===== src/rtl/cpm_pkg.sv =====
package cpm_pkg;
  // ------------------------------------------------------------
  // Flag bit positions
  // ------------------------------------------------------------
  localparam int FLG_C = 0;
  localparam int FLG_V = 1;
  localparam int FLG_Z = 2;
  localparam int FLG_N = 3;
  localparam int FLG_I = 4;
  localparam int FLG_H = 5;
  localparam int FLG_X = 6;
  localparam int FLG_S = 7;
  // ------------------------------------------------------------
  // Reset values
  // ------------------------------------------------------------
  localparam logic [7:0]  FLAGS_RST = 8'hd0;
  localparam logic [15:0] PC_RST    = 16'h0000;
  localparam logic [15:0] SP_RST    = 16'h00ff;
  // ------------------------------------------------------------
  // Opcodes
  // ------------------------------------------------------------
  localparam logic [7:0] OP_PAGE2         = 8'h18;
  localparam logic [7:0] OP_ADD_ACCS      = 8'h1b;
  localparam logic [7:0] OP_ABX           = 8'h3a;
  localparam logic [7:0] OP_SHL_DBL       = 8'h05;
  localparam logic [7:0] OP_NO_OPERATION  = 8'h01;
  localparam logic [7:0] OP_TAP           = 8'h06;
  localparam logic [7:0] OP_STOP          = 8'hcf;
  localparam logic [7:0] OP_RET_INT       = 8'h3b;
  localparam logic [7:0] OP_SEI           = 8'h0f;
  localparam logic [7:0] OP_CLI           = 8'h0e;
  localparam logic [7:0] OP_BR_HIGHER     = 8'h22;
  localparam logic [7:0] OP_BR_CARRY_CLR  = 8'h24;
  localparam logic [7:0] OP_BR_CARRY_SET  = 8'h25;
  localparam logic [7:0] OP_BR_EQUAL      = 8'h27;
  localparam logic [7:0] OP_BR_GE_SIGNED  = 8'h2c;
  localparam logic [7:0] OP_BR_GT_SIGNED  = 8'h2e;
  localparam logic [7:0] OP_BIT_TEST_A    = 8'h85;
  localparam logic [7:0] OP_BIT_TEST_B    = 8'hc5;
  localparam logic [7:0] OP_ADDA          = 8'h8b;
  localparam logic [7:0] OP_ADCA          = 8'h89;
  // ------------------------------------------------------------
  // Cycle counts
  // ------------------------------------------------------------
  localparam logic [3:0] CYC_INH2 = 4'h2;
  localparam logic [3:0] CYC_INH3 = 4'h3;
  localparam logic [3:0] CYC_IMM  = 4'h2;
  localparam logic [3:0] CYC_BR   = 4'h3;
  localparam logic [3:0] CYC_PAGE = 4'h1;
  localparam logic [3:0] CYC_RET_INT = 4'h3;
  typedef enum logic [3:0] {
    CPM_FETCH = 4'b0001,
    CPM_OPER  = 4'b0010,
    CPM_WAIT  = 4'b0100,
    CPM_STOP  = 4'b1000
  } cpm_state_type;
endpackage : cpm_pkg


===== src/rtl/cpm_core.sv =====
`timescale 1ns/1ns
module cpm_core #(
  parameter int ADDR_W = 16                        // Address width
) (
  input  wire logic              i_ref_clk,        // Core clock
  input  wire logic              i_srst,           // Sync reset, high
  input  wire logic [7:0]        i_rdata,          // Memory read data
  input  wire logic              i_nmi_req_n,      // Nonmaskable request, low
  input  wire logic              i_irq_n,          // Maskable request, low
  output logic      [ADDR_W-1:0] o_addr,           // Memory address
  output logic      [7:0]        o_wdata,          // Memory write data
  output logic                   o_wr,             // Memory write strobe
  output logic      [7:0]        o_flags,          // Flags register
  output logic      [15:0]       o_pc,             // Program counter
  output logic      [15:0]       o_acc_d,          // Double accumulator
  output logic      [15:0]       o_first_index,    // First index
  output logic      [15:0]       o_second_index,   // Second index
  output logic      [15:0]       o_stack_pointer,  // Stack pointer
  output logic                   o_stopped,        // Stop taken
  output logic                   o_irq_taken       // Maskable irq accepted
);
  // ------------------------------------------------------------
  // Parameter check
  // ------------------------------------------------------------
  // Address and stack arithmetic are built 16 bits wide
  if (ADDR_W != 16) begin : g_bad_addr_w
    $error("ADDR_W must be 16");
  end

  // ------------------------------------------------------------
  // State
  // ------------------------------------------------------------
  cpm_pkg::cpm_state_type st_q;
  cpm_pkg::cpm_state_type st_d;
  logic [7:0]             acc_a_q;
  logic [7:0]             acc_a_d;
  logic [7:0]             acc_b_q;
  logic [7:0]             acc_b_d;
  logic [7:0]             flg_q;
  logic [7:0]             flg_d;
  logic [7:0]             op_q;
  logic [7:0]             op_d;
  logic [15:0]            pc_q;
  logic [15:0]            pc_d;
  logic [15:0]            idx1_q;
  logic [15:0]            idx1_d;
  logic [15:0]            idx2_q;
  logic [15:0]            idx2_d;
  logic [15:0]            sp_q;
  logic [15:0]            sp_d;
  logic                   page_q;
  logic                   page_d;
  logic                   stop_q;
  logic                   stop_d;
  logic                   irq_q;
  logic                   irq_d;
  logic                   wr_q;
  logic                   wr_d;
  logic [3:0]             cyc_q;
  logic [3:0]             cyc_d;
  logic [7:0]             wd_q;
  logic [7:0]             wd_d;
  logic [15:0]            ad_q;
  logic [15:0]            ad_d;
  logic [8:0]             sum9;
  logic [4:0]             sum5;
  logic [7:0]             opnd;
  logic [7:0]             res8;
  logic [7:0]             bit_res;
  logic [16:0]            shl;
  logic                   take;

  // Branch condition decode, used by execute through take
  function automatic logic br_cond(input logic [7:0] op, input logic [7:0] f);
    logic nxv;
    nxv = f[cpm_pkg::FLG_N] ^ f[cpm_pkg::FLG_V];
    case (op)
      cpm_pkg::OP_BR_HIGHER:    br_cond = !(f[cpm_pkg::FLG_C] | f[cpm_pkg::FLG_Z]);
      cpm_pkg::OP_BR_CARRY_CLR: br_cond = !f[cpm_pkg::FLG_C];
      cpm_pkg::OP_BR_GE_SIGNED: br_cond = !nxv;
      cpm_pkg::OP_BR_GT_SIGNED: br_cond = !f[cpm_pkg::FLG_Z] && !nxv;
      cpm_pkg::OP_BR_EQUAL:     br_cond = f[cpm_pkg::FLG_Z];
      cpm_pkg::OP_BR_CARRY_SET: br_cond = f[cpm_pkg::FLG_C];
      default:                  br_cond = 1'b0;
    endcase
  endfunction : br_cond

  // Branch opcode decode, shared by fetch, execute and checks
  function automatic logic is_branch(input logic [7:0] op);
    is_branch = (op == cpm_pkg::OP_BR_HIGHER) || (op == cpm_pkg::OP_BR_CARRY_CLR) ||
                (op == cpm_pkg::OP_BR_GE_SIGNED) || (op == cpm_pkg::OP_BR_GT_SIGNED) ||
                (op == cpm_pkg::OP_BR_EQUAL) || (op == cpm_pkg::OP_BR_CARRY_SET);
  endfunction : is_branch

  // ------------------------------------------------------------
  // Datapath helpers
  // ------------------------------------------------------------
  // Adder is shared by all three add forms
  always_comb begin
    opnd = (op_q == cpm_pkg::OP_ADD_ACCS) ? acc_b_q : i_rdata;
    sum9 = {1'b0, acc_a_q} + {1'b0, opnd} +
           {8'h00, (op_q == cpm_pkg::OP_ADCA) & flg_q[cpm_pkg::FLG_C]};
    sum5 = {1'b0, acc_a_q[3:0]} + {1'b0, opnd[3:0]} +
           {4'h0, (op_q == cpm_pkg::OP_ADCA) & flg_q[cpm_pkg::FLG_C]};
    res8 = sum9[7:0];
    // Bit test result is only looked at, never stored
    bit_res = ((op_q == cpm_pkg::OP_BIT_TEST_A) ? acc_a_q : acc_b_q) & i_rdata;
    shl  = {acc_a_q, acc_b_q, 1'b0};
    take = br_cond(op_q, flg_q);
  end

  // ------------------------------------------------------------
  // Next-state logic
  // ------------------------------------------------------------
  always_comb begin
    st_d    = st_q;
    acc_a_d = acc_a_q;
    acc_b_d = acc_b_q;
    flg_d   = flg_q;
    op_d    = op_q;
    pc_d    = pc_q;
    idx1_d  = idx1_q;
    idx2_d  = idx2_q;
    sp_d    = sp_q;
    page_d  = page_q;
    stop_d  = stop_q;
    irq_d   = 1'b0;
    wr_d    = 1'b0;
    cyc_d   = cyc_q;
    wd_d    = wd_q;
    ad_d    = pc_q;
    // Nonmaskable request sets the mask, only hardware may
    if (!i_nmi_req_n) flg_d[cpm_pkg::FLG_X] = 1'b1;
    case (st_q)
      cpm_pkg::CPM_FETCH: begin
        // Maskable request is gated by the interrupt mask
        if (!i_irq_n && !flg_q[cpm_pkg::FLG_I] && !page_q) begin
          irq_d = 1'b1;
          flg_d[cpm_pkg::FLG_I] = 1'b1;
          sp_d = sp_q - 16'h0001;
          wr_d = 1'b1;
          ad_d = sp_q;
          wd_d = pc_q[7:0];
          // The push owns the bus next cycle, so no fetch then
          st_d = cpm_pkg::CPM_WAIT;
        end else begin
          op_d  = i_rdata;
          pc_d  = pc_q + 16'h0001;
          ad_d  = pc_q + 16'h0001;
          if (i_rdata == cpm_pkg::OP_PAGE2 && !page_q) begin
            page_d = 1'b1;
          end else begin
            st_d  = cpm_pkg::CPM_OPER;
            // One fetch cycle spent; remainder counts down
            cyc_d = cpm_pkg::CYC_INH2 - 4'h1;
            if (i_rdata == cpm_pkg::OP_SHL_DBL || i_rdata == cpm_pkg::OP_ABX) begin
              cyc_d = cpm_pkg::CYC_INH3 - 4'h1;
            end
            if (is_branch(i_rdata)) begin
              cyc_d = cpm_pkg::CYC_BR - 4'h1;
            end
            if (i_rdata == cpm_pkg::OP_RET_INT) begin
              cyc_d = cpm_pkg::CYC_RET_INT - 4'h1;
            end
          end
        end
      end
      cpm_pkg::CPM_WAIT: begin
        // Push cycle: stack address and strobe stand on the bus
        st_d = cpm_pkg::CPM_FETCH;
      end
      cpm_pkg::CPM_OPER: begin
        cyc_d = cyc_q - 4'h1;
        if (cyc_q == 4'h1) begin
          st_d = cpm_pkg::CPM_FETCH;
          page_d = 1'b0;
          case (op_q)
            cpm_pkg::OP_ADD_ACCS, cpm_pkg::OP_ADDA, cpm_pkg::OP_ADCA: begin
              acc_a_d = res8;
              flg_d[cpm_pkg::FLG_H] = sum5[4];
              flg_d[cpm_pkg::FLG_C] = sum9[8];
              flg_d[cpm_pkg::FLG_V] = (acc_a_q[7] == opnd[7]) && (res8[7] != acc_a_q[7]);
              flg_d[cpm_pkg::FLG_Z] = (res8 == 8'h00);
              flg_d[cpm_pkg::FLG_N] = res8[7];
              // Immediate forms step over their operand byte
              if (op_q != cpm_pkg::OP_ADD_ACCS) pc_d = pc_q + 16'h0001;
            end
            cpm_pkg::OP_SHL_DBL: begin
              {acc_a_d, acc_b_d} = shl[15:0];
              flg_d[cpm_pkg::FLG_C] = shl[16];
              flg_d[cpm_pkg::FLG_N] = shl[15];
              flg_d[cpm_pkg::FLG_Z] = (shl[15:0] == 16'h0000);
              flg_d[cpm_pkg::FLG_V] = shl[16] ^ shl[15];
            end
            cpm_pkg::OP_BIT_TEST_A, cpm_pkg::OP_BIT_TEST_B: begin
              flg_d[cpm_pkg::FLG_N] = bit_res[7];
              flg_d[cpm_pkg::FLG_Z] = (bit_res == 8'h00);
              flg_d[cpm_pkg::FLG_V] = 1'b0;
              pc_d = pc_q + 16'h0001;
            end
            cpm_pkg::OP_ABX: begin
              // Second page form uses the second index, one cycle more
              if (page_q) idx2_d = idx2_q + {8'h00, acc_b_q};
              else        idx1_d = idx1_q + {8'h00, acc_b_q};
            end
            cpm_pkg::OP_TAP: begin
              // Program may clear the nonmaskable mask but never set it
              flg_d = {acc_a_q[7], flg_q[cpm_pkg::FLG_X] & acc_a_q[6], acc_a_q[5:0]} |
                      {1'b0, ~i_nmi_req_n, 6'h00};
            end
            cpm_pkg::OP_RET_INT: begin
              flg_d = {i_rdata[7], flg_q[cpm_pkg::FLG_X] & i_rdata[6], i_rdata[5:0]} |
                      {1'b0, ~i_nmi_req_n, 6'h00};
              sp_d  = sp_q + 16'h0001;
            end
            cpm_pkg::OP_SEI: flg_d[cpm_pkg::FLG_I] = 1'b1;
            cpm_pkg::OP_CLI: flg_d[cpm_pkg::FLG_I] = 1'b0;
            cpm_pkg::OP_STOP: begin
              // Stop disabled means plain no operation
              if (!flg_q[cpm_pkg::FLG_S]) begin
                st_d = cpm_pkg::CPM_STOP;
                stop_d = 1'b1;
              end
            end
            default: begin
              if (is_branch(op_q)) begin
                pc_d = pc_q + 16'h0001;
                if (take) pc_d = pc_q + 16'h0001 + {{8{i_rdata[7]}}, i_rdata};
              end
            end
          endcase
          ad_d = pc_d;
        end else if (op_q == cpm_pkg::OP_RET_INT) begin
          // Pull reads the byte above the free stack slot
          ad_d = sp_q + 16'h0001;
        end
      end
      cpm_pkg::CPM_STOP: begin
        // Only a request wakes a stopped core
        if (!i_irq_n || !i_nmi_req_n) begin
          st_d = cpm_pkg::CPM_FETCH;
          stop_d = 1'b0;
        end
      end
      default: st_d = cpm_pkg::CPM_FETCH;
    endcase
  end

  // ------------------------------------------------------------
  // Registers
  // ------------------------------------------------------------
  always_ff @(posedge i_ref_clk) begin
    if (i_srst) begin
      st_q    <= cpm_pkg::CPM_FETCH;
      acc_a_q <= 8'h00;
      acc_b_q <= 8'h00;
      op_q    <= cpm_pkg::OP_NO_OPERATION;
      flg_q   <= cpm_pkg::FLAGS_RST;
      pc_q    <= cpm_pkg::PC_RST;
      sp_q    <= cpm_pkg::SP_RST;
      idx1_q  <= 16'h0000;
      idx2_q  <= 16'h0000;
      page_q  <= 1'b0;
      stop_q  <= 1'b0;
      irq_q   <= 1'b0;
      wr_q    <= 1'b0;
      cyc_q   <= 4'h0;
      wd_q    <= 8'h00;
      ad_q    <= cpm_pkg::PC_RST;
    end else begin
      st_q    <= st_d;
      acc_a_q <= acc_a_d;
      acc_b_q <= acc_b_d;
      op_q    <= op_d;
      flg_q   <= flg_d;
      pc_q    <= pc_d;
      sp_q    <= sp_d;
      idx1_q  <= idx1_d;
      idx2_q  <= idx2_d;
      page_q  <= page_d;
      stop_q  <= stop_d;
      irq_q   <= irq_d;
      wr_q    <= wr_d;
      cyc_q   <= cyc_d;
      wd_q    <= wd_d;
      ad_q    <= ad_d;
    end
  end

  // Outputs straight from flip-flops
  assign o_addr = ad_q;
  assign o_wdata = wd_q;
  assign o_wr = wr_q;
  assign o_flags = flg_q;
  assign o_pc = pc_q;
  assign o_acc_d = {acc_a_q, acc_b_q};
  assign o_first_index = idx1_q;
  assign o_second_index = idx2_q;
  assign o_stack_pointer = sp_q;
  assign o_stopped = stop_q;
  assign o_irq_taken = irq_q;

  // ------------------------------------------------------------
  // Checks
  // ------------------------------------------------------------
  AST_IMASK: assert property (@(posedge i_ref_clk) disable iff (i_srst)
    irq_q |-> !$past(flg_q[cpm_pkg::FLG_I])) else $error("irq taken while masked");
  AST_PUSH: assert property (@(posedge i_ref_clk) disable iff (i_srst)
    irq_q |-> sp_q == $past(sp_q) - 16'h0001) else $error("push did not decrement");
  AST_IRQWR: assert property (@(posedge i_ref_clk) disable iff (i_srst)
    irq_q |-> wr_q && ad_q == $past(sp_q)) else $error("push not strobed at stack");
  AST_XSET: assert property (@(posedge i_ref_clk) disable iff (i_srst)
    !i_nmi_req_n |=> flg_q[cpm_pkg::FLG_X]) else $error("xmask not set");
  AST_XHOLD: assert property (@(posedge i_ref_clk) disable iff (i_srst)
    ($past(flg_q[cpm_pkg::FLG_X]) && !flg_q[cpm_pkg::FLG_X]) |->
    ($past(op_q) == cpm_pkg::OP_TAP || $past(op_q) == cpm_pkg::OP_RET_INT)) else $error("xmask cleared");
  AST_STOPS: assert property (@(posedge i_ref_clk) disable iff (i_srst)
    $rose(stop_q) |-> !$past(flg_q[cpm_pkg::FLG_S])) else $error("stop when disabled");
  AST_SNOP: assert property (@(posedge i_ref_clk) disable iff (i_srst)
    (st_q == cpm_pkg::CPM_OPER && cyc_q == 4'h1 && op_q == cpm_pkg::OP_STOP && flg_q[cpm_pkg::FLG_S])
    |=> !stop_q && st_q == cpm_pkg::CPM_FETCH) else $error("disabled stop not skipped");
  AST_BRFLG: assert property (@(posedge i_ref_clk) disable iff (i_srst)
    (st_q == cpm_pkg::CPM_OPER && is_branch(op_q) && i_nmi_req_n) |=> flg_q == $past(flg_q))
    else $error("branch changed flags");
  AST_BRLEN: assert property (@(posedge i_ref_clk) disable iff (i_srst)
    (st_q == cpm_pkg::CPM_FETCH && is_branch(i_rdata) && !page_q && (i_irq_n || flg_q[cpm_pkg::FLG_I]))
    |=> st_q == cpm_pkg::CPM_OPER ##2 st_q == cpm_pkg::CPM_FETCH) else $error("branch not 3 cycles");
  AST_PAGE: assert property (@(posedge i_ref_clk) disable iff (i_srst)
    (st_q == cpm_pkg::CPM_FETCH && i_rdata == cpm_pkg::OP_PAGE2 && !page_q && !irq_d)
    |=> st_q == cpm_pkg::CPM_FETCH && page_q) else $error("prefix not taken");
  AST_IDX2LEN: assert property (@(posedge i_ref_clk) disable iff (i_srst)
    (st_q == cpm_pkg::CPM_FETCH && page_q && i_rdata == cpm_pkg::OP_ABX)
    |=> st_q == cpm_pkg::CPM_OPER ##2 st_q == cpm_pkg::CPM_FETCH) else $error("second index form length");
  AST_PCSEQ: assert property (@(posedge i_ref_clk) disable iff (i_srst)
    (st_q == cpm_pkg::CPM_FETCH && !irq_d) |=> pc_q == $past(pc_q) + 16'h0001)
    else $error("fetch did not advance");
  AST_ZERO: assert property (@(posedge i_ref_clk) disable iff (i_srst)
    (st_q == cpm_pkg::CPM_OPER && cyc_q == 4'h1 && op_q == cpm_pkg::OP_ADD_ACCS)
    |=> flg_q[cpm_pkg::FLG_Z] == (acc_a_q == 8'h00)) else $error("zero flag wrong");
  AST_NEG: assert property (@(posedge i_ref_clk) disable iff (i_srst)
    (st_q == cpm_pkg::CPM_OPER && cyc_q == 4'h1 && op_q == cpm_pkg::OP_ADD_ACCS)
    |=> flg_q[cpm_pkg::FLG_N] == acc_a_q[7]) else $error("negative flag wrong");
  AST_HALF: assert property (@(posedge i_ref_clk) disable iff (i_srst)
    (st_q == cpm_pkg::CPM_OPER && cyc_q == 4'h1 && op_q == cpm_pkg::OP_ADD_ACCS)
    |=> flg_q[cpm_pkg::FLG_H] == (({1'b0, $past(acc_a_q[3:0])} + {1'b0, $past(acc_b_q[3:0])}) > 5'h0f))
    else $error("half carry wrong");
  AST_SHLC: assert property (@(posedge i_ref_clk) disable iff (i_srst)
    (st_q == cpm_pkg::CPM_OPER && cyc_q == 4'h1 && op_q == cpm_pkg::OP_SHL_DBL)
    |=> flg_q[cpm_pkg::FLG_C] == $past(acc_a_q[7])) else $error("double shift carry wrong");
  AST_BITV: assert property (@(posedge i_ref_clk) disable iff (i_srst)
    (st_q == cpm_pkg::CPM_OPER && cyc_q == 4'h1 &&
     (op_q == cpm_pkg::OP_BIT_TEST_A || op_q == cpm_pkg::OP_BIT_TEST_B))
    |=> !flg_q[cpm_pkg::FLG_V] && acc_a_q == $past(acc_a_q)) else $error("bit test wrong");
endmodule : cpm_core


===== config.mk =====
export PLATFORM = sky130hd
export DESIGN_NAME = cpm_core
export DESIGN_NICKNAME = d
export VERILOG_FILES = /design/src/rtl/cpm_pkg.sv /design/src/rtl/cpm_core.sv
export SDC_FILE = /design/constraint.sdc
export NUM_CORES = 1
export LEC_CHECK = 0
export BUFFER_PORTS_ARGS = -buffer_cell sky130_fd_sc_hd__clkbuf_2
export CAP_MARGIN = 15
export CORE_ASPECT_RATIO = 0.6
export CORE_MARGIN = 2
export CORE_UTILIZATION = 40
export DETAILED_ROUTE_END_ITERATION = 8
export GPL_TIMING_DRIVEN = 0
export PLACE_DENSITY = 0.64
export SLEW_MARGIN = 20
export SYNTH_ARGS = -nofsm -noshare
export SYNTH_HDL_FRONTEND = slang
export SYNTH_SLANG_ARGS = --single-unit

===== constraint.sdc =====
create_clock -name i_ref_clk -period 3.2 [get_ports i_ref_clk]
set_clock_uncertainty 0.1 [all_clocks]
set_input_delay 0.32 -clock i_ref_clk [delete_from_list [all_inputs] [get_ports i_ref_clk]]
set_output_delay 0.32 -clock i_ref_clk [all_outputs]
set_load 0.02 [all_outputs]

## After elaboration in Yosys (flattened, before gate mapping)

Index checks and enable logic that the tools add are counted.

- Input bits: 12
- Word-level logic and storage cells: 189
- Bits in registers: 91
- Output and inout port bits: 115

- $add $sub $neg: 9
- Multiplexer cells: 52
- Equal/unequal tests: 46
- Reduce and logical (&&, ||, !) cells: 53
- Bitwise operators: 12

Operator list:

| cell | count |
|---|---|
| two-way mux 16 bit | 11 |
| == test 8 x 6 -> 1 bit, second input constant | 16 |
| one-hot mux 16 bit (2 select lines) | 3 |
| one-hot mux 16 bit (3 select lines) | 1 |
| == test 8 bit, second input constant | 5 |
| two-way mux 4 bit | 10 |
| adder 16 x 1 -> 16 bit, second input constant | 2 |
| == test 8 x 3 -> 1 bit, second input constant | 3 |
| AND reduction 3 bit | 8 |
| adder 16 bit | 1 |
| == test 8 x 4 -> 1 bit, second input constant | 2 |
| == test 8 x 5 -> 1 bit, second input constant | 2 |
| logical NOT 16 bit | 1 |
| logical NOT 8 bit | 2 |
| two-way mux 8 bit | 2 |
| inequality test 2 bit, second input constant | 8 |
| bitwise OR 8 x 7 -> 8 bit | 2 |
| one-hot mux 8 bit (2 select lines) | 1 |
| subtractor 16 x 1 -> 16 bit, second input constant | 1 |
| one-hot mux 3 bit (5 select lines) | 1 |
| logical OR 1 bit | 12 |
| one-hot mux 4 bit (3 select lines) | 1 |
| AND reduction 4 bit | 3 |
| two-way mux 1 bit | 10 |
| other kinds (38) | 64 |

## Depth between registers and ports, before layout

- Depth in word-level cells: 11
- Depth in mapped cells: 15
- Depth with buffers taken out: 13

## Worst setup path after synthesis

Ideal clock, no wire load.

- Path type: flip-flop to flip-flop
- From: reg pc_q[4] (netlist: o_pc[4])
- To: reg ad_q[14] (netlist: o_addr[14])
- Path buffers: 1
- Clock period less this slack: 3.527 ns
- Setup slack: -0.327 ns
- Setup time: 0.083 ns
- Cell stages (with the launch flop): 13
- Data required time: 3.017 ns
- Arrival: 3.344 ns
- Cells stage by stage: dfxtp_1 > clkbuf_1 > nand3_1 > nor3_1 > xnor2_1 > ha_1 > nand2_1 > o21ai_0 > nor3_1 > a211o_1 > a2111oi_0 > a211oi_1 > o221ai_1

- Longest elaborated chain between the ends: 7
- Elaborated cells between the ends (all ways): 9
- Those cells by class: add/sub: 2; mux: 7

RTL lines:

| element | line | source |
|---|---|---|
| start, declared | cpm_core.sv:43 | `logic [15:0] pc_q;` |
| start signal, assigned | cpm_core.sv:259 | `pc_q <= cpm_pkg::PC_RST;` |
| start signal, assigned | cpm_core.sv:276 | `pc_q <= pc_d;` |
| adder 16 x 1 -> 16 bit (*) | -- |  |
| adder 16 bit | cpm_core.sv:228 | `if (take) pc_d = pc_q + 16'h0001 + {{8{i_rdata[7]}}, i_rdata};` |
| two-way mux 16 bit | cpm_core.sv:228 |  |
| two-way mux 16 bit | cpm_core.sv:226 | `if (is_branch(op_q)) begin` |
| one-hot mux 16 bit (3 select lines) | cpm_core.sv:177 | `case (op_q)` |
| two-way mux 16 bit | cpm_core.sv:174 | `if (cyc_q == 4'h1) begin` |
| one-hot mux 16 bit (2 select lines) (*) | cpm_core.sv:134 | `case (st_q)` |
| end signal, assigned | cpm_core.sv:269 | `ad_q <= cpm_pkg::PC_RST;` |
| end, declared | cpm_core.sv:63 | `logic [15:0] ad_q;` |

Every way passes the cells marked *; elsewhere a longest branch is shown, timed or not.
A chain may end at the register's enable or synchronous reset.

## Worst setup path after layout

- From: reg op_q[7]
- To: reg flg_q[2] (netlist: o_flags[2])

- Longest elaborated chain between the ends: 6
- Elaborated cells between the ends (all ways): 21
- Those cells by class: add/sub: 2; eq/ne: 8; mux: 3; bitwise: 2; reduce/logical: 6

RTL lines:

| element | line | source |
|---|---|---|
| start, declared | cpm_core.sv:41 | `logic [7:0] op_q;` |
| start signal, assigned | cpm_core.sv:257 | `op_q <= cpm_pkg::OP_NO_OPERATION;` |
| start signal, assigned | cpm_core.sv:274 | `op_q <= op_d;` |
| == test 8 x 5 -> 1 bit | cpm_core.sv:100, cpm_core.sv:177 |  |
| two-way mux 8 bit | cpm_core.sv:100 | `opnd = (op_q == cpm_pkg::OP_ADD_ACCS) ? acc_b_q : i_rdata;` |
| adder 8 x 8 -> 9 bit | cpm_core.sv:101 | `sum9 = {1'b0, acc_a_q} + {1'b0, opnd} +` |
| adder 9 x 1 -> 9 bit | cpm_core.sv:101 |  |
| logical NOT 8 bit | cpm_core.sv:183 | `flg_d[cpm_pkg::FLG_Z] = (res8 == 8'h00);` |
| one-hot mux 3 bit (5 select lines) | cpm_core.sv:177 |  |
| end signal, assigned | cpm_core.sv:258 | `flg_q <= cpm_pkg::FLAGS_RST;` |
| end signal, assigned | cpm_core.sv:275 | `flg_q <= flg_d;` |
| end, declared | cpm_core.sv:39 | `logic [7:0] flg_q;` |

Several ways; a longest one is shown, not always the timed one.

==> flow_summary.html <==
<table>
<tr><th>Metric</th><th>Value</th></tr>
<tr><th colspan="2">Run status</th></tr>
<tr><td>Status</td><td>complete, but fails checks</td></tr>
<tr><td>Failing checks</td><td>negative setup slack</td></tr>
<tr><th colspan="2">Detailed routing</th></tr>
<tr><td>Via count</td><td>9753</td></tr>
<tr><td>Detailed Route Iter0 Violations</td><td>1472</td></tr>
<tr><td>Number of detailed-route iterations in the first pass</td><td>6</td></tr>
<tr><td>Remaining antenna violation count</td><td>0</td></tr>
<tr><td>Remaining design rule violation count</td><td>0</td></tr>
<tr><td>Average wire per standard cell</td><td>23.6 um</td></tr>
<tr><td>Post-DR vias/cell</td><td>6.16</td></tr>
<tr><td>Wire length after detailed routing</td><td>37.4 mm</td></tr>
<tr><th colspan="2">Die</th></tr>
<tr><td># IOs</td><td>127</td></tr>
<tr><td>Initial standard-cell utilization of the core</td><td>41.1%</td></tr>
<tr><td>Die ar.</td><td>0.0210 mm2</td></tr>
<tr><td>Die outline width</td><td>186 um</td></tr>
<tr><td>Standard-cell rows</td><td>39</td></tr>
<tr><td>Floorplan Core Area</td><td>0.0192 mm2</td></tr>
<tr><td>Die height</td><td>113 um</td></tr>
<tr><th colspan="2">Timing</th></tr>
<tr><td>Max Clk Rate</td><td>294 MHz</td></tr>
<tr><td>Number of hold-slack violations in the final timing report</td><td>0</td></tr>
<tr><td>Share of the cycle needed by the critical path after routing</td><td>106%</td></tr>
<tr><td>Slack of the critical path</td><td>-0.203 ns</td></tr>
<tr><td>Final number of setup-violating endpoints</td><td>10</td></tr>
<tr><td>Final-report max-slew violation count</td><td>0</td></tr>
<tr><td>Unrepaired setup endpoints after global routing</td><td>true</td></tr>
<tr><td>Slew at the pin with the worst max-slew slack</td><td>1.11 ns</td></tr>
<tr><td>Sum of negative setup slack</td><td>-0.762 ns</td></tr>
<tr><td>Max transition margin</td><td>26.2%</td></tr>
<tr><td>Final critical path time including I/O delays and setup</td><td>3.40 ns</td></tr>
<tr><th colspan="2">Critical path</th></tr>
<tr><td>Crit Reg-Reg Startpoint</td><td>op_q[7]$_SDFFE_PP0P_</td></tr>
<tr><td>CP Class</td><td>reg -&gt; reg</td></tr>
<tr><td>Critical path capture point type</td><td>flip-flop</td></tr>
<tr><td>Slowest library cell on the worst path</td><td>sky130_fd_sc_hd__or3b_4</td></tr>
<tr><td>Worst path required time</td><td>3.40 ns</td></tr>
<tr><td>Startpoint of the worst setup timing path</td><td>op_q[7]$_SDFFE_PP0P_</td></tr>
<tr><td>Type of element launching the critical path</td><td>flip-flop</td></tr>
<tr><td>Crit path DAT</td><td>3.60 ns</td></tr>
<tr><td>Register-to-register setup slack</td><td>-0.20 ns</td></tr>
<tr><td>Worst Reg-to-Reg Cells</td><td>13</td></tr>
<tr><td>Slowest stage delay, CP</td><td>0.41 ns</td></tr>
<tr><td>Kind of cell adding the most delay to the critical path</td><td>simple AND/OR/NAND/NOR gates</td></tr>
<tr><td>Critical path fanouts, max</td><td>6</td></tr>
<tr><td>Critical-path cell list</td><td>or3b_4, nor4_4, buf_6, buf_4, nor2b_1, ha_1, nand3_1, o211ai_1, o41ai_2, xor2_1, o21ai_1, or3_4, a31oi_1</td></tr>
<tr><td>Endpoint of the worst register-to-register path</td><td>o_flags[2]$_SDFFE_PP0P_</td></tr>
<tr><td>Critical path buffers and inverters</td><td>2</td></tr>
<tr><th colspan="2">Power and ir drop</th></tr>
<tr><td>Worst IR drop on VDD</td><td>0.256 mV</td></tr>
<tr><td>Static leakage power</td><td>0.00424 uW</td></tr>
<tr><td>Total power per unit cell area</td><td>390 mW/mm2</td></tr>
<tr><th colspan="2">Placed design</th></tr>
<tr><td>Half-perimeter wire length after detailed placement</td><td>27.6 mm</td></tr>
<tr><td>Final weighted congestion in routability-driven placement</td><td>1.02</td></tr>
<tr><td>Placed insts</td><td>1506</td></tr>
<tr><td>Number of buffer cells added on primary ports</td><td>86</td></tr>
<tr><th colspan="2">Global route</th></tr>
<tr><td>Antenna violations before repair</td><td>0</td></tr>
<tr><td>GR Overflow Total</td><td>0</td></tr>
<tr><td>Overall track demand over capacity in global routing</td><td>34.5%</td></tr>
<tr><td>Number of global-route vias before repair</td><td>8326</td></tr>
<tr><td>Wire length of the first global-routing pass</td><td>53.6 mm</td></tr>
<tr><td>Largest net degree at the start of global routing</td><td>18</td></tr>
<tr><th colspan="2">Logic synthesis</th></tr>
<tr><td>Share of synthesized registers carrying an async set or reset</td><td>0%</td></tr>
<tr><td>Number of synthesized register bits</td><td>91</td></tr>
<tr><td>Synth top area cells</td><td>sky130_fd_sc_hd__dfxtp_1, sky130_fd_sc_hd__nand2_1, sky130_fd_sc_hd__a21oi_1</td></tr>
<tr><td>Count of flip-flops with a built-in enable after synthesis</td><td>0</td></tr>
<tr><td>Post-synthesis sequential area ratio</td><td>23.0%</td></tr>
<tr><td>Yosys warnings</td><td>0</td></tr>
<tr><td>Predominant post-synthesis flop cell</td><td>sky130_fd_sc_hd__dfxtp_1</td></tr>
<tr><td>Post-synthesis instance total</td><td>1113</td></tr>
<tr><td>Post-synth design cell area</td><td>0.00791 mm2</td></tr>
<tr><td>Most area-hungry cell type in the Yosys netlist</td><td>sky130_fd_sc_hd__dfxtp_1</td></tr>
<tr><td>Proportion of netlist area held by the largest area contributor</td><td>23.0%</td></tr>
<tr><td>Distinct cell type count of the synthesized netlist</td><td>85</td></tr>
<tr><td>Average instance area after synthesis</td><td>7.11 um2</td></tr>
<tr><th colspan="2">Hold path</th></tr>
<tr><td>End point of the worst hold path</td><td>o_flags[6]$_SDFF_PP1_</td></tr>
<tr><td>Worst hold path startpoint</td><td>i_nmi_req_n</td></tr>
<tr><td>Count of cells along the worst hold path</td><td>2</td></tr>
<tr><td>Path class of the lowest-slack min-delay path</td><td>in -&gt; reg</td></tr>
<tr><th colspan="2">Job</th></tr>
<tr><td># Max-Cap Violations</td><td>0</td></tr>
<tr><th colspan="2">Cells and area</th></tr>
<tr><td>Share of post-route cells with drive strength above 1</td><td>30.1%</td></tr>
<tr><td>Final Net Count</td><td>1359</td></tr>
<tr><td>Number of diodes added for antenna fixing</td><td>0</td></tr>
<tr><td>Most common cell after layout, fill and taps aside</td><td>sky130_fd_sc_hd__nand2_1</td></tr>
<tr><td>Area growth from synthesis to layout</td><td>35.3%</td></tr>
<tr><td>Commonest cells after routing, fill and taps aside</td><td>sky130_fd_sc_hd__nand2_1, sky130_fd_sc_hd__buf_4, sky130_fd_sc_hd__clkbuf_2, sky130_fd_sc_hd__a21oi_1, sky130_fd_sc_hd__nor2_1</td></tr>
<tr><td>Number of standard cells in the layout, taps in and fillers out</td><td>1584</td></tr>
<tr><th colspan="2">CTS</th></tr>
<tr><td>Number of clock sinks</td><td>91</td></tr>
<tr><td>CTS Root Cell</td><td>sky130_fd_sc_hd__clkbuf_16</td></tr>
<tr><td>Post-cts hold buffer count</td><td>0</td></tr>
<tr><td>Clock buffers created by TritonCTS</td><td>9</td></tr>
<tr><td>Htree depth</td><td>3</td></tr>
<tr><td>Worst-path clk slew</td><td>0.07 ns</td></tr>
<tr><td>Clock latency on the worst-skew pair</td><td>0.37 ns</td></tr>
<tr><td>CTS max path bufs</td><td>2</td></tr>
<tr><td>CTS tree</td><td>yes</td></tr>
</table>
-- synth_stat cells, types with 25 or more instances --
cell type	n
sky130_fd_sc_hd__o21ai_0	65
sky130_fd_sc_hd__xor2_1	25
sky130_fd_sc_hd__inv_1	32
sky130_fd_sc_hd__a21oi_1	101
sky130_fd_sc_hd__clkbuf_1	70
sky130_fd_sc_hd__nand2_1	153
sky130_fd_sc_hd__nand3_1	35
sky130_fd_sc_hd__buf_4	42
sky130_fd_sc_hd__ha_1	31
sky130_fd_sc_hd__xnor2_1	29
sky130_fd_sc_hd__dfxtp_1	91
sky130_fd_sc_hd__nor2_1	97
sky130_fd_sc_hd__nor3_1	36
-- worst reg2reg max path: cells and delay by family (launching register included) --
kind / cells / cell delay, ns
flops: 1 / 0.34
buf+inv: 2 / 0.32
xor+xnor: 1 / 0.33
compound gates: 4 / 0.82
simple gates: 5 / 1.09
fa+ha+maj: 1 / 0.35
-- where the power goes --
| group | internal, uW | switching [uW] | total [uW] |
|---|---|---|---|
| clock network | 540 | 542 | 1080 |
| registers | 1220 | 129 | 1350 |
| logic | 625 | 1120 | 1740 |
| total | 2390 | 1790 | 4170 |
-- worst max-delay path by stage --
| stage | slack (ns) | depth (start not counted) | end |
|---|---|---|---|
| final | -0.20 | 13 | o_flags[2]$_SDFFE_PP0P_ |
| after global routing | -0.33 | 12 | o_flags[2]$_SDFFE_PP0P_ |
| after CTS | -0.34 | 14 | o_flags[2]$_SDFFE_PP0P_ |
| after detailed placement | -1.00 | 12 | o_addr[14]$_SDFF_PP0_ |
| after global placement | -1.05 | 7 | o_pc[4]$_SDFFE_PP0P_ |
| after floorplan | -0.04 | 13 | o_addr[14]$_SDFF_PP0_ |
-- flip-flops by register name, summed over array words and instances, names as in the netlist --
| signal | count |
|---|---|
| o_addr | 16 |
| o_pc | 16 |
| o_stack_pointer | 16 |
| acc_a_q | 8 |
| o_flags | 8 |
| o_wdata | 8 |
| op_q | 8 |
| cyc_q | 4 |
| st_q | 4 |
| o_stopped | 1 |
| o_wr | 1 |
| page_q | 1 |
-- metal layers --
layer	GRT usage (%)	routed length [um]	up-vias
met5	0	0	-
met4	7.72	620	0
met3	14.9	6100	56
met2	41.8	13800	712
met1	53.9	16900	4611
li1	-	-	4374
-- cells by family (layout without fill, tap and decap cells) --
kind of cell,after synthesis,count (layout),share of synthesized area [%]
muxes,9,9,1.17
DFF,91,91,23.0
adders and majority gates,35,35,5.79
and+or+nand+nor,432,432,26.8
xor gates and xnor gates,54,54,5.98
AOI/OAI and AO/OA,338,338,27.8
buffers and inverters,153,319,9.35
other,1,40,0.0474
-- stage by stage --
stage	hold WS (ns)	power (uW)	worst slack, ns	util, %	instance area [um2]
3_5_place_dp	0.346	2710	-1.00	46.6	8970
3_3_place_gp	0.343	2700	-1.05	46.5	8940
6_report	0.0480	4170	-0.203	55.7	10700
4_1_cts	0.0469	3880	-0.336	50.8	9770
5_1_grt	0.0600	4300	-0.331	55.7	10700
2_1_floorplan	0.292	2220	-0.0421	-	8180
-- repair_timing --
action / 4_1_cts / 5_1_grt
setup endpoints to repair: 39 / 54
gates resized for setup: 95 / 129
pin swaps: 29 / 62
buffers inserted: 24 / 50
-- layout make-up --
type / instances / area (um2)
flip-flops and latches: 91 / 1880
fillers: 1886 / 8520
multi-input cells: 908 / 6390
clock inverters: 7 / 58.8
repair buffers: 161 / 1040
clock buffers: 9 / 225
plain buffers: 110 / 661
well taps: 266 / 333
inverters: 32 / 124
No activity file was read; power rests on OpenSTA's default activity.
